File: config.mk
export PLATFORM = sky130hd
export DESIGN_NAME = flash_ident_readout
export DESIGN_NICKNAME = d
export VERILOG_FILES = /design/src/rtl/pin_sync.v /design/src/rtl/param_table_rom.v /design/src/rtl/flash_ident_readout.v
export VERILOG_INCLUDE_DIRS = /design/src /design/src/rtl
export SDC_FILE = /design/constraint.sdc
export NUM_CORES = 1
export LEC_CHECK = 0
export BUFFER_PORTS_ARGS = -buffer_cell sky130_fd_sc_hd__buf_2
export CORE_AREA = 2 2 139 87
export CTS_CLUSTER_SIZE = 24
export DETAILED_ROUTE_END_ITERATION = 10
export DIE_AREA = 0 0 141 89
export PLACE_DENSITY = 0.76
export SYNTH_ARGS = -nofsm -noshare
export SYNTH_HDL_FRONTEND = slang
export SYNTH_SLANG_ARGS = --single-unit
File: constraint.sdc
create_clock -name clk_sys -period 3.7 [get_ports clk_sys]
set_input_delay 0.37 -clock clk_sys [delete_from_list [all_inputs] [get_ports clk_sys]]
set_output_delay 0.37 -clock clk_sys [all_outputs]
set_load 0.05 [all_outputs]
File: src/rtl/flash_ident_defines.vh
// Notes on behaviour
// - host selects, shifts command; device returns id
// - busy erase/program: command ignored undecoded
// - select release stops output, standby
// - standard id read single line only
// - multi-line id read: quad in, dual out
// - order: maker, type, capacity, unique id
// - unique id: length 10h, two codes, 14 data
// - unique id only on standard id read
// - extended code byte field layout
// - parameter read: cmd, 3 address, 8 dummies
// - parameter address wraps at 2048 bytes
// - parameter read always continuous burst
// - signature bytes 53h 46h 44h 50h
// - revisions 00h 01h, count 00h, FFh
// - first header bytes 08h to 0Fh
`ifndef FLASH_IDENT_DEFINES_VH
`define FLASH_IDENT_DEFINES_VH
`define CMD_IDENT_READ        8'h9f
`define CMD_MULTI_IDENT_READ  8'haf
`define CMD_PARAM_READ        8'h5a
`define PROTO_EXTENDED        2'h0
`define PROTO_DUAL            2'h1
`define PROTO_QUAD            2'h2
`define UID_LENGTH            8'h10
`define IDENT_LEN_FULL        5'h14
`define IDENT_LEN_SHORT       5'h03
`define PARAM_ADDR_BYTES      2'h3
`define PARAM_DUMMY_CLOCKS    4'h8
`define PARAM_ADDR_WIDTH      11
`define EXT_BIT_PROT_SCHEME   5
`define EXT_BIT_VOLATILE_CFG  4
`define EXT_BIT_RESET_PIN     3
`define EXT_BIT_ADDRESSING    2
`define ARCH_UNIFORM          2'h0
`define MAKER_CODE_DEFAULT    8'h5c
`define MEM_TYPE_DEFAULT      8'h3a
`define MEM_CAP_DEFAULT       8'h4e
`endif

File: src/rtl/pin_sync.v
`timescale 1ns/100ps
module pin_sync (
  input  wire       clk_sys,
  input  wire       rstn,
  input  wire [6:0] async_in,
  output reg  [6:0] sync_out
);
  reg [6:0] meta_reg;

  always @(posedge clk_sys) begin
    if (!rstn) begin
      meta_reg <= 7'h40;
      sync_out <= 7'h40;
    end else begin
      meta_reg <= async_in;
      sync_out <= meta_reg;
    end
  end
endmodule // pin_sync

File: src/rtl/param_table_rom.v
`timescale 1ns/100ps
`include "flash_ident_defines.vh"
module param_table_rom (
  input  wire [10:0] addr,
  input  wire [7:0]  body_byte,
  output reg  [7:0]  data
);
  always @* begin
    case (addr)
      11'h000: data = 8'h53;
      11'h001: data = 8'h46;
      11'h002: data = 8'h44;
      11'h003: data = 8'h50;
      11'h004: data = 8'h00;
      11'h005: data = 8'h01;
      11'h006: data = 8'h00;
      11'h007: data = 8'hff;
      11'h008: data = 8'h00;
      11'h009: data = 8'h00;
      11'h00a: data = 8'h01;
      11'h00b: data = 8'h09;
      11'h00c: data = 8'h30;
      11'h00d: data = 8'h00;
      11'h00e: data = 8'h00;
      11'h00f: data = 8'hff;
      default: begin
        if (addr < 11'h020)
          data = 8'hff;
        else
          data = body_byte;
      end
    endcase
  end
endmodule // param_table_rom

File: src/rtl/flash_ident_readout.v
`timescale 1ns/100ps
`include "flash_ident_defines.vh"
module flash_ident_readout (
  input  wire        clk_sys,
  input  wire        rstn,
  input  wire        chip_sel_n,
  input  wire        serial_clk,
  input  wire [3:0]  serial_io_lines_in,
  output reg  [3:0]  serial_io_lines_out,
  output reg  [3:0]  serial_io_lines_oe,
  input  wire [1:0]  protocol_sel,
  input  wire        array_busy,
  input  wire        alt_protect_scheme,
  input  wire        volatile_cfg_not_required,
  input  wire        reset_pin_function,
  input  wire [7:0]  ext_code_second,
  input  wire [111:0] factory_data,
  input  wire [7:0]  param_body_byte,
  output reg  [10:0] param_addr,
  output reg         id_active,
  output reg         param_active,
  output reg         cmd_ignored
);
  parameter [7:0] MAKER_CODE = `MAKER_CODE_DEFAULT; // arbitrary value
  parameter [7:0] MEM_TYPE   = `MEM_TYPE_DEFAULT;   // arbitrary value
  parameter [7:0] MEM_CAP    = `MEM_CAP_DEFAULT;    // arbitrary value

  localparam [2:0] ST_IDLE  = 3'h0;
  localparam [2:0] ST_CMD   = 3'h1;
  localparam [2:0] ST_ADDR  = 3'h2;
  localparam [2:0] ST_DUMMY = 3'h3;
  localparam [2:0] ST_OUT   = 3'h4;
  localparam [2:0] ST_SKIP  = 3'h5;

  wire [6:0] sync_w;
  wire       sel_n_s;
  wire       sclk_s;
  wire [3:0] io_s;
  wire [7:0] rom_byte;

  reg  [2:0]  state_reg;
  reg         sclk_d_reg;
  reg  [7:0]  shift_reg;
  reg  [4:0]  bit_cnt_reg;
  reg  [4:0]  byte_idx_reg;
  reg  [1:0]  addr_cnt_reg;
  reg  [23:0] addr_acc_reg;
  reg  [3:0]  dummy_cnt_reg;
  reg  [7:0]  out_byte_reg;
  reg         multi_reg;
  reg         param_mode_reg;
  reg         out_started_reg;

  wire rise = sclk_s & ~sclk_d_reg;
  wire fall = ~sclk_s & sclk_d_reg;
  wire quad_cmd = (protocol_sel != `PROTO_EXTENDED);

  assign sel_n_s = sync_w[6];
  assign sclk_s  = sync_w[5];
  assign io_s    = sync_w[3:0];

  pin_sync u_sync (
    .clk_sys  (clk_sys),
    .rstn     (rstn),
    .async_in ({chip_sel_n, serial_clk, 1'b0, serial_io_lines_in}),
    .sync_out (sync_w)
  );

  param_table_rom u_rom (
    .addr      (param_addr),
    .body_byte (param_body_byte),
    .data      (rom_byte)
  );

  function [7:0] ext_code_first;
    input alt;
    input vcfg;
    input rst_pin;
    begin
      ext_code_first = {2'b00, alt, vcfg, rst_pin, 1'b0, `ARCH_UNIFORM};
    end
  endfunction

  function [7:0] ident_byte;
    input [4:0]   idx;
    input [7:0]   ext0;
    input [7:0]   ext1;
    input [111:0] fdata;
    begin
      case (idx)
        5'h00: ident_byte = MAKER_CODE;
        5'h01: ident_byte = MEM_TYPE;
        5'h02: ident_byte = MEM_CAP;
        5'h03: ident_byte = `UID_LENGTH;
        5'h04: ident_byte = ext0;
        5'h05: ident_byte = ext1;
        default: begin
          if (idx < `IDENT_LEN_FULL)
            ident_byte = fdata[(idx - 5'h06) * 8 +: 8];
          else
            ident_byte = 8'h00;
        end
      endcase
    end
  endfunction

  wire [7:0] ext0_w = ext_code_first(alt_protect_scheme, volatile_cfg_not_required,
                                     reset_pin_function);

  // data beats per byte: single line 8, dual line 4
  wire [4:0] out_bits = multi_reg ? 5'h04 : 5'h08;
  // last byte index before the id stream wraps
  wire [4:0] ident_last = (multi_reg ? `IDENT_LEN_SHORT : `IDENT_LEN_FULL) - 5'h01;

  always @(posedge clk_sys) begin
    if (!rstn) begin
      state_reg           <= ST_IDLE;
      sclk_d_reg          <= 1'b0;
      shift_reg           <= 8'h00;
      bit_cnt_reg         <= 5'h00;
      byte_idx_reg        <= 5'h00;
      addr_cnt_reg        <= 2'h0;
      addr_acc_reg        <= 24'h000000;
      dummy_cnt_reg       <= 4'h0;
      out_byte_reg        <= 8'h00;
      multi_reg           <= 1'b0;
      param_mode_reg      <= 1'b0;
      out_started_reg     <= 1'b0;
      param_addr          <= 11'h000;
      serial_io_lines_out <= 4'h0;
      serial_io_lines_oe  <= 4'h0;
      id_active           <= 1'b0;
      param_active        <= 1'b0;
      cmd_ignored         <= 1'b0;
    end else begin
      sclk_d_reg  <= sclk_s;
      cmd_ignored <= 1'b0;
      if (sel_n_s) begin
        state_reg          <= ST_IDLE;
        serial_io_lines_oe <= 4'h0;
        id_active          <= 1'b0;
        param_active       <= 1'b0;
      end else begin
        case (state_reg)
          ST_IDLE: begin
            state_reg       <= ST_CMD;
            bit_cnt_reg     <= 5'h00;
            shift_reg       <= 8'h00;
            out_started_reg <= 1'b0;
          end
          ST_CMD: begin
            if (rise) begin
              if (quad_cmd) begin
                shift_reg   <= {shift_reg[3:0], io_s};
                bit_cnt_reg <= bit_cnt_reg + 5'h04;
              end else begin
                shift_reg   <= {shift_reg[6:0], io_s[0]};
                bit_cnt_reg <= bit_cnt_reg + 5'h01;
              end
            end else if (bit_cnt_reg == 5'h08) begin
              bit_cnt_reg  <= 5'h00;
              byte_idx_reg <= 5'h00;
              if (array_busy) begin
                state_reg   <= ST_SKIP;
                cmd_ignored <= 1'b1;
              end else if (shift_reg == `CMD_IDENT_READ && !quad_cmd) begin
                multi_reg <= 1'b0;
                state_reg <= ST_OUT;
                id_active <= 1'b1;
                param_mode_reg <= 1'b0;
              // multi id in dual or quad
              end else if (shift_reg == `CMD_MULTI_IDENT_READ && quad_cmd) begin
                multi_reg <= 1'b1;
                state_reg <= ST_OUT;
                id_active <= 1'b1;
                param_mode_reg <= 1'b0;
              end else if (shift_reg == `CMD_PARAM_READ && !quad_cmd) begin
                multi_reg      <= 1'b0;
                param_mode_reg <= 1'b1;
                addr_cnt_reg   <= 2'h0;
                state_reg      <= ST_ADDR;
              end else begin
                state_reg <= ST_SKIP;
              end
            end
          end
          ST_ADDR: begin
            if (rise) begin
              addr_acc_reg <= {addr_acc_reg[22:0], io_s[0]};
              bit_cnt_reg  <= bit_cnt_reg + 5'h01;
            end else if (bit_cnt_reg == 5'h08) begin
              bit_cnt_reg  <= 5'h00;
              if (addr_cnt_reg == `PARAM_ADDR_BYTES - 2'h1) begin
                state_reg     <= ST_DUMMY;
                dummy_cnt_reg <= 4'h0;
              end else begin
                addr_cnt_reg <= addr_cnt_reg + 2'h1;
              end
            end
          end
          ST_DUMMY: begin
            param_addr <= addr_acc_reg[10:0];
            if (dummy_cnt_reg == `PARAM_DUMMY_CLOCKS) begin
              state_reg    <= ST_OUT;
              param_active <= 1'b1;
            end else if (rise) begin
              dummy_cnt_reg <= dummy_cnt_reg + 4'h1;
            end
          end
          ST_OUT: begin
            // first fall after command or dummies loads first byte
            if (fall) begin
              if (!out_started_reg || bit_cnt_reg == out_bits - 5'h01) begin
                out_started_reg <= 1'b1;
                bit_cnt_reg     <= 5'h00;
                if (param_mode_reg) begin
                  out_byte_reg <= rom_byte;
                  param_addr   <= param_addr + 11'h001;
                end else begin
                  out_byte_reg <= ident_byte(byte_idx_reg, ext0_w, ext_code_second,
                                             factory_data);
                  if (byte_idx_reg == ident_last)
                    byte_idx_reg <= 5'h00;
                  else
                    byte_idx_reg <= byte_idx_reg + 5'h01;
                end
              end else begin
                out_byte_reg <= multi_reg ? {out_byte_reg[5:0], 2'b00}
                                          : {out_byte_reg[6:0], 1'b0};
                bit_cnt_reg  <= bit_cnt_reg + 5'h01;
              end
            end
            if (multi_reg) begin
              serial_io_lines_oe  <= 4'h3;
              serial_io_lines_out <= {2'b00, out_byte_reg[7:6]};
            end else begin
              serial_io_lines_oe  <= 4'h1;
              serial_io_lines_out <= {3'b000, out_byte_reg[7]};
            end
          end
          default: begin
            serial_io_lines_oe <= 4'h0;
          end
        endcase
      end
    end
  end
endmodule // flash_ident_readout

# ---- After elaboration in Yosys (flattened, before gate mapping)
# Index checks and enable logic that the tools add are counted.
# Widths: inputs -> output; s select.
dict set report totals {
  mem_bits_rw 0
  latchBits 0
  elab_cells 205
  mem_count 0
  romBits 0
  in_bits 142
  regBits 86
  output_inout_bits 22
}
dict set report classes {
  n_addsub 9
  n_shift 1
  div_mod_pow 0
  magnitude_cmp 2
  bitwise_logic 10
  n_reduce_logical 40
  eq_ne 50
  mul 0
  mux 72
}
# op n
set op_table {}
lappend op_table {{$shiftx 112x33->8} 1}
lappend op_table {{$eq 11x4->1 const B} 8}
lappend op_table {{$pmux 8 s9} 1}
lappend op_table {{$mux 5} 13}
lappend op_table {{$mux 8} 7}
lappend op_table {{$pmux 8 s6} 1}
lappend op_table {{$eq 11x3->1 const B} 4}
lappend op_table {{$ne 2x2->1 const B} 18}
lappend op_table {{$mux 11} 3}
lappend op_table {{$mux 3} 10}
lappend op_table {{$mux 4} 6}
lappend op_table {{$eq 11x2->1 const B} 2}
lappend op_table {{$mux 2} 11}
lappend op_table {{$pmux 11 s2} 1}
lappend op_table {{$reduce_and 7->1} 3}
lappend op_table {{$pmux 5 s4} 1}
lappend op_table {{$eq 8x8->1 const B} 2}
lappend op_table {{$pmux 4 s2} 2}
lappend op_table {{$pmux 8 s2} 1}
lappend op_table {{$reduce_bool 2->1} 8}
lappend op_table {{$pmux 3 s4} 1}
lappend op_table {{$reduce_and 3->1} 4}
lappend op_table {{$add 11x1->11 const B} 1}
lappend op_table {{$eq 11x1->1 const B} 1}
lappend op_table {{other kinds (43)} 74}

# ---- Depth between registers and ports, before layout
dict set report logic_depth {
  depth_word 10
  ltp_mapped 11
  ltp_nobuf 8
}

# ---- Hierarchy
# From an unflattened synthesis, not the netlist that was laid out.
dict set report unflattened {
  hier_cells 674
  area_unflattened_um2 5745.5
}
# mod area_each_um2 instances seq_area_each_um2 cells_each
set modules_own_cells {}
lappend modules_own_cells {flash_ident_readout 5129.9 1 1361.3 605}
lappend modules_own_cells {pin_sync 389.1 1 280.3 29}
lappend modules_own_cells {param_table_rom 226.5 1 0.0 40}

# ---- Worst setup path before layout
# No wires, ideal clock.
dict set report synth_path {
  path_type {flip-flop to flip-flop}
  start {register byte_idx_reg[0]}
  end {register out_byte_reg[3]}
  path_buffers 3
  setup_ns 0.091
  period_less_slack_ns 2.999
  arrival_ns 2.908
  path_stages_with_launch 12
  t_required_ns 3.609
  path_slack_ns 0.701
  cell_sequence {dfxtp_1 > buf_2 > buf_1 > clkbuf_1 > inv_1 > ha_1 > nor4bb_1 > o21ai_0 > nor2_1 > o311ai_0 > and3_1 > a311oi_1}
}
dict set report synth_via {
  elab_chain_cells 6
  word_cells_on_any_way 13
  classes_between {1 x add/sub; 1 x order compare; 5 x eq/ne; 1 x shift; 4 x mux; 1 x reduce/logical}
}
# element line_no
set synth_lines {}
lappend synth_lines {{start: declaration} flash_ident_readout.v:45} ;# reg [4:0] byte_idx_reg;
lappend synth_lines {{start signal: assignment} flash_ident_readout.v:225} ;# byte_idx_reg <= byte_idx_reg + 5'h01;
lappend synth_lines {{$sub 5x3->6} flash_ident_readout.v:99} ;# ident_byte = fdata[(idx - 5'h06) * 8 +: 8];
lappend synth_lines {{$shiftx 112x33->8} flash_ident_readout.v:99}
lappend synth_lines {{$mux 8} flash_ident_readout.v:98} ;# if (idx < `IDENT_LEN_FULL)
lappend synth_lines {{$pmux 8 s6 *} flash_ident_readout.v:90} ;# case (idx)
lappend synth_lines {{$mux 8 *} flash_ident_readout.v:216} ;# if (param_mode_reg) begin
lappend synth_lines {{$mux 8 *} flash_ident_readout.v:213} ;# if (!out_started_reg || bit_cnt_reg == out_bits - 5'h01) begin
lappend synth_lines {{end signal: assignment} flash_ident_readout.v:217} ;# out_byte_reg <= rom_byte;
lappend synth_lines {{end signal: assignment} flash_ident_readout.v:220} ;# out_byte_reg <= ident_byte(byte_idx_reg, ext0_w, ext_code_second,
lappend synth_lines {{end signal: assignment} flash_ident_readout.v:228} ;# out_byte_reg <= multi_reg ? {out_byte_reg[5:0], 2'b00}
lappend synth_lines {{end: declaration} flash_ident_readout.v:49} ;# reg [7:0] out_byte_reg;
# Mark *: on every way between the ends. The rest lies on a longest branch, timed or not.
# A chain may end at the register's enable or synchronous reset.

# ---- Worst setup path after layout
dict set report layout_path {
  start {register state_reg[1]}
  end {register dummy_cnt_reg[2]}
}
dict set report layout_via {
  elab_chain_cells 3
  word_cells_on_any_way 10
  classes_between {7 x eq/ne; 1 x mux; 2 x reduce/logical}
}
# element line_no
set layout_lines {}
lappend layout_lines {{start: declaration} flash_ident_readout.v:41} ;# reg [2:0] state_reg;
lappend layout_lines {{start signal: assignment} flash_ident_readout.v:117} ;# state_reg <= ST_IDLE;
lappend layout_lines {{start signal: assignment} flash_ident_readout.v:139} ;# state_reg <= ST_IDLE;
lappend layout_lines {{start signal: assignment} flash_ident_readout.v:146} ;# state_reg <= ST_CMD;
lappend layout_lines {{$eq 3x2->1} flash_ident_readout.v:144} ;# case (state_reg)
lappend layout_lines {{$ne 2x2->1 (no line) or $reduce_bool 2->1 (tied branches)} --}
lappend layout_lines {{$reduce_and 7->1 (no line)} --}
lappend layout_lines {{end signal: assignment} flash_ident_readout.v:207} ;# dummy_cnt_reg <= dummy_cnt_reg + 4'h1;
lappend layout_lines {{end: declaration} flash_ident_readout.v:48} ;# reg [3:0] dummy_cnt_reg;
# Parallel ways exist; a longest one is shown, timed or not.

==> results by group <==
Logic synthesis
  • Asr flop ratio synth: 0%
  • YS warnings: 0
  • Post-synth top flop: dfxtp_1
  • Post-synthesis sequential area ratio: 28.67%
  • Post-synthesis cell area: 0.005585 sq mm
  • Yosys cell types: 71
  • Synthesized flop and latch total: 80
  • EDFF count, synth: 0
  • Synthesized instance count: 674
  • Synth Area per Inst: 8.287 sq um

Clock network
  • # H-tree levels: 3
  • Post-CTS setup buffer count: 0
  • Reg clk slew, reported paths: 0.06 ns
  • Resized cells post-CTS: 0
  • TritonCTS clock tree: built
  • Clock Tree Root: clkbuf_16
  • Post-CTS Hold Fix Bufs: 0
  • TritonCTS sink count: 80
  • CTS max path bufs: 2
  • Total CTS buffers: 9
  • Worst skew pair latency: 0.34 ns

Worst setup path
  • Critical path class: register to register
  • Family with the most delay on the worst path: simple AND/OR/NAND/NOR gates
  • CP bufs+invs: 0
  • Arrival @ worst endpoint: 3.08 ns
  • Reg2reg setup slack: 0.90 ns
  • Crit start category: register
  • Crit-path most repeated cell: or3b_1
  • Crit-path slowest cell: dfxtp_1
  • Crit end category: register
  • Slowest Stage Delay on Critical Path: 0.67 ns
  • Worst Path Max Fanout: 17
  • Critical path data required time: 3.98 ns
  • CP Cell Sequence: or3b_1, o32a_1, or4_4, or2_1, or3b_1, a21boi_1

Run status
  • Outcome: finished, final reports clean

Floorplan
  • Num rows: 30
  • Core footprint: 0.01115 sq mm
  • Die ar.: 0.01255 sq mm
  • Initial Util: 50.10%
  • I/O pin count: 164
  • Die height: 89 um
  • Die width: 141 um

Timing
  • Post-layout min period: 2.803 ns
  • Slew Viols, Final: 0
  • Skew final: 0.004567 ns
  • Fin worst setup slack: 0.8966 ns
  • RSZ-0062 raised after global routing: no
  • Setup Viol. Count Final: 0
  • Relative slew slack: 32.89%
  • Setup TNS: 0 ns
  • Final hold violations: 0
  • Max frequency: 0.3567 GHz
  • Fin crit share: 75.77%
  • Worst-Margin Slew: 1.000 ns

Placed design
  • Pre-CTS WS: 0.9261 ns
  • Post-DP HPWL: 13.22 mm
  • # port buffers: 159
  • Final Wtd Congestion: 0.9709

Global routing
  • Total grt overflow: 0
  • Largest net degree at the start of global routing: 49
  • Vias in the first global route: 5440
  • Initial antenna violation count: 0
  • First-pass GRT wire length: 27.61 mm
  • Total GRT Usage: 27.76%

Cells and area
  • Diodes inserted: 0
  • Area growth syn-to-layout: 21.24%
  • Layout cells sized above 1: 27.96%
  • Final #Nets: 965

Routing
  • Avg Vias per Cell: 6.047
  • Final wirelength: 17.09 mm
  • First-pass iteration count of the detailed router: 6
  • Wire per inst: 17.88 um
  • Antenna Nets Post-Route: 0
  • Vias: 5781
  • DRC violation count after routing: 0
  • Initial drt markers: 640

Pwr
  • Leak Pwr: 2.546 nW
  • Pwr Total: 1.960 mW
  • Worst vdd ir: 0.2098 mV
  • Power Density: 289.4 mW/mm^2

Worst hold path
  • Hold WC Path Type: input pin to register

Run
  • Max Cap Viol: 0
metrics by stage:
stage          instance area, sq um  util (%)  hold WS [ns]  std cells
4_1_cts                        6771     60.74        0.2062        956
3_5_place_dp                   6460     57.95        0.4060        940
3_3_place_gp                   6460     57.95        0.3943        940
2_1_floorplan                  5597         -        0.3863        677
6_report                       6771     60.74        0.2091        956
5_1_grt                        6771     60.74        0.2076        956
synth_stat cells, types with 18 or more instances:
master,number,area share [%]
inv_1,18,1.2
nand3_1,33,3.0
nand2_1,52,3.5
mux4_2,20,8.1
clkbuf_1,40,2.7
o21ai_0,37,3.3
nor3_1,24,2.2
a21oi_1,37,3.3
dfxtp_1,80,29
nor2b_1,27,3.0
mux2i_1,46,8.2
nor2_1,53,3.6
routing by layer:
| metal | up-vias | wire [um] | track usage, % |
|---|---|---|---|
| met4 | 0 | 138 | 6.364 |
| met2 | 251 | 7394 | 41.82 |
| met5 | - | 0 | 0 |
| met3 | 19 | 1685 | 9.052 |
| met1 | 2759 | 7874 | 39.04 |
| li1 | 2752 | - | - |
power by group:
part	total [mW]	leakage [nW]	switching, mW	internal (mW)
clock network	0.925	0.150	0.376	0.549
registers	0.873	0.647	0.00532	0.868
logic	0.161	1.75	0.0733	0.0878
total	1.96	2.55	0.455	1.50
cell type report:
type                       instances  area [sq um]
clock buffer                      10         239.0
clock inverter                     6         72.57
fill                             975          4377
inverter                          18         67.56
multi-input combinational        524          3701
sequential                        80          1603
tap                              144         180.2
timing repair buffer             174         908.4
worst paths after layout:
check	end	startpoint	depth (start not counted)
worst max-delay path	dummy_cnt_reg[2]	state_reg[1]	6
worst min-delay path	u_sync.meta_reg[6]	chip_sel_n	2
worst max register to register	dummy_cnt_reg[2]	state_reg[1]	6
worst min register to register	u_sync.sync_out[6]	u_sync.meta_reg[6]	1
cells by family (layout without fill, tap and decap cells):
group,after synthesis,count (layout),synth area share (%)
flip-flops,80,80,28.67
adder cells (fa/ha/maj),16,16,3.584
XOR/XNOR,9,9,1.411
AND/OR/NAND/NOR,257,257,23.72
other,1,4,0.06714
multiplexers,68,68,16.71
AO/OA/AOI/OAI,170,170,20.39
buffers and inverters,73,208,5.443
placed cells by master (no fill, tap or decap), types with 5 or more instances in the layout:
master,netlist,routed
buf_2,3,159
dfxtp_1,80,79
nor2_1,53,53
nand2_1,52,52
mux2i_1,46,46
a21oi_1,37,37
o21ai_0,37,37
nand3_1,33,33
nor2b_1,27,27
nor3_1,24,23
mux4_2,20,20
inv_1,18,18
ha_1,16,16
buf_4,5,15
and2_1,14,14
a21boi_0,10,10
nand2b_1,9,9
o22ai_1,9,9
clkbuf_16,0,9
nand4_1,8,8
o31ai_1,8,8
a31oi_1,7,7
o211ai_1,6,6
o221ai_1,6,6
xnor2_1,5,5
a31o_2,5,5
a221oi_1,5,5
Power figures use the tool's default switching activity.
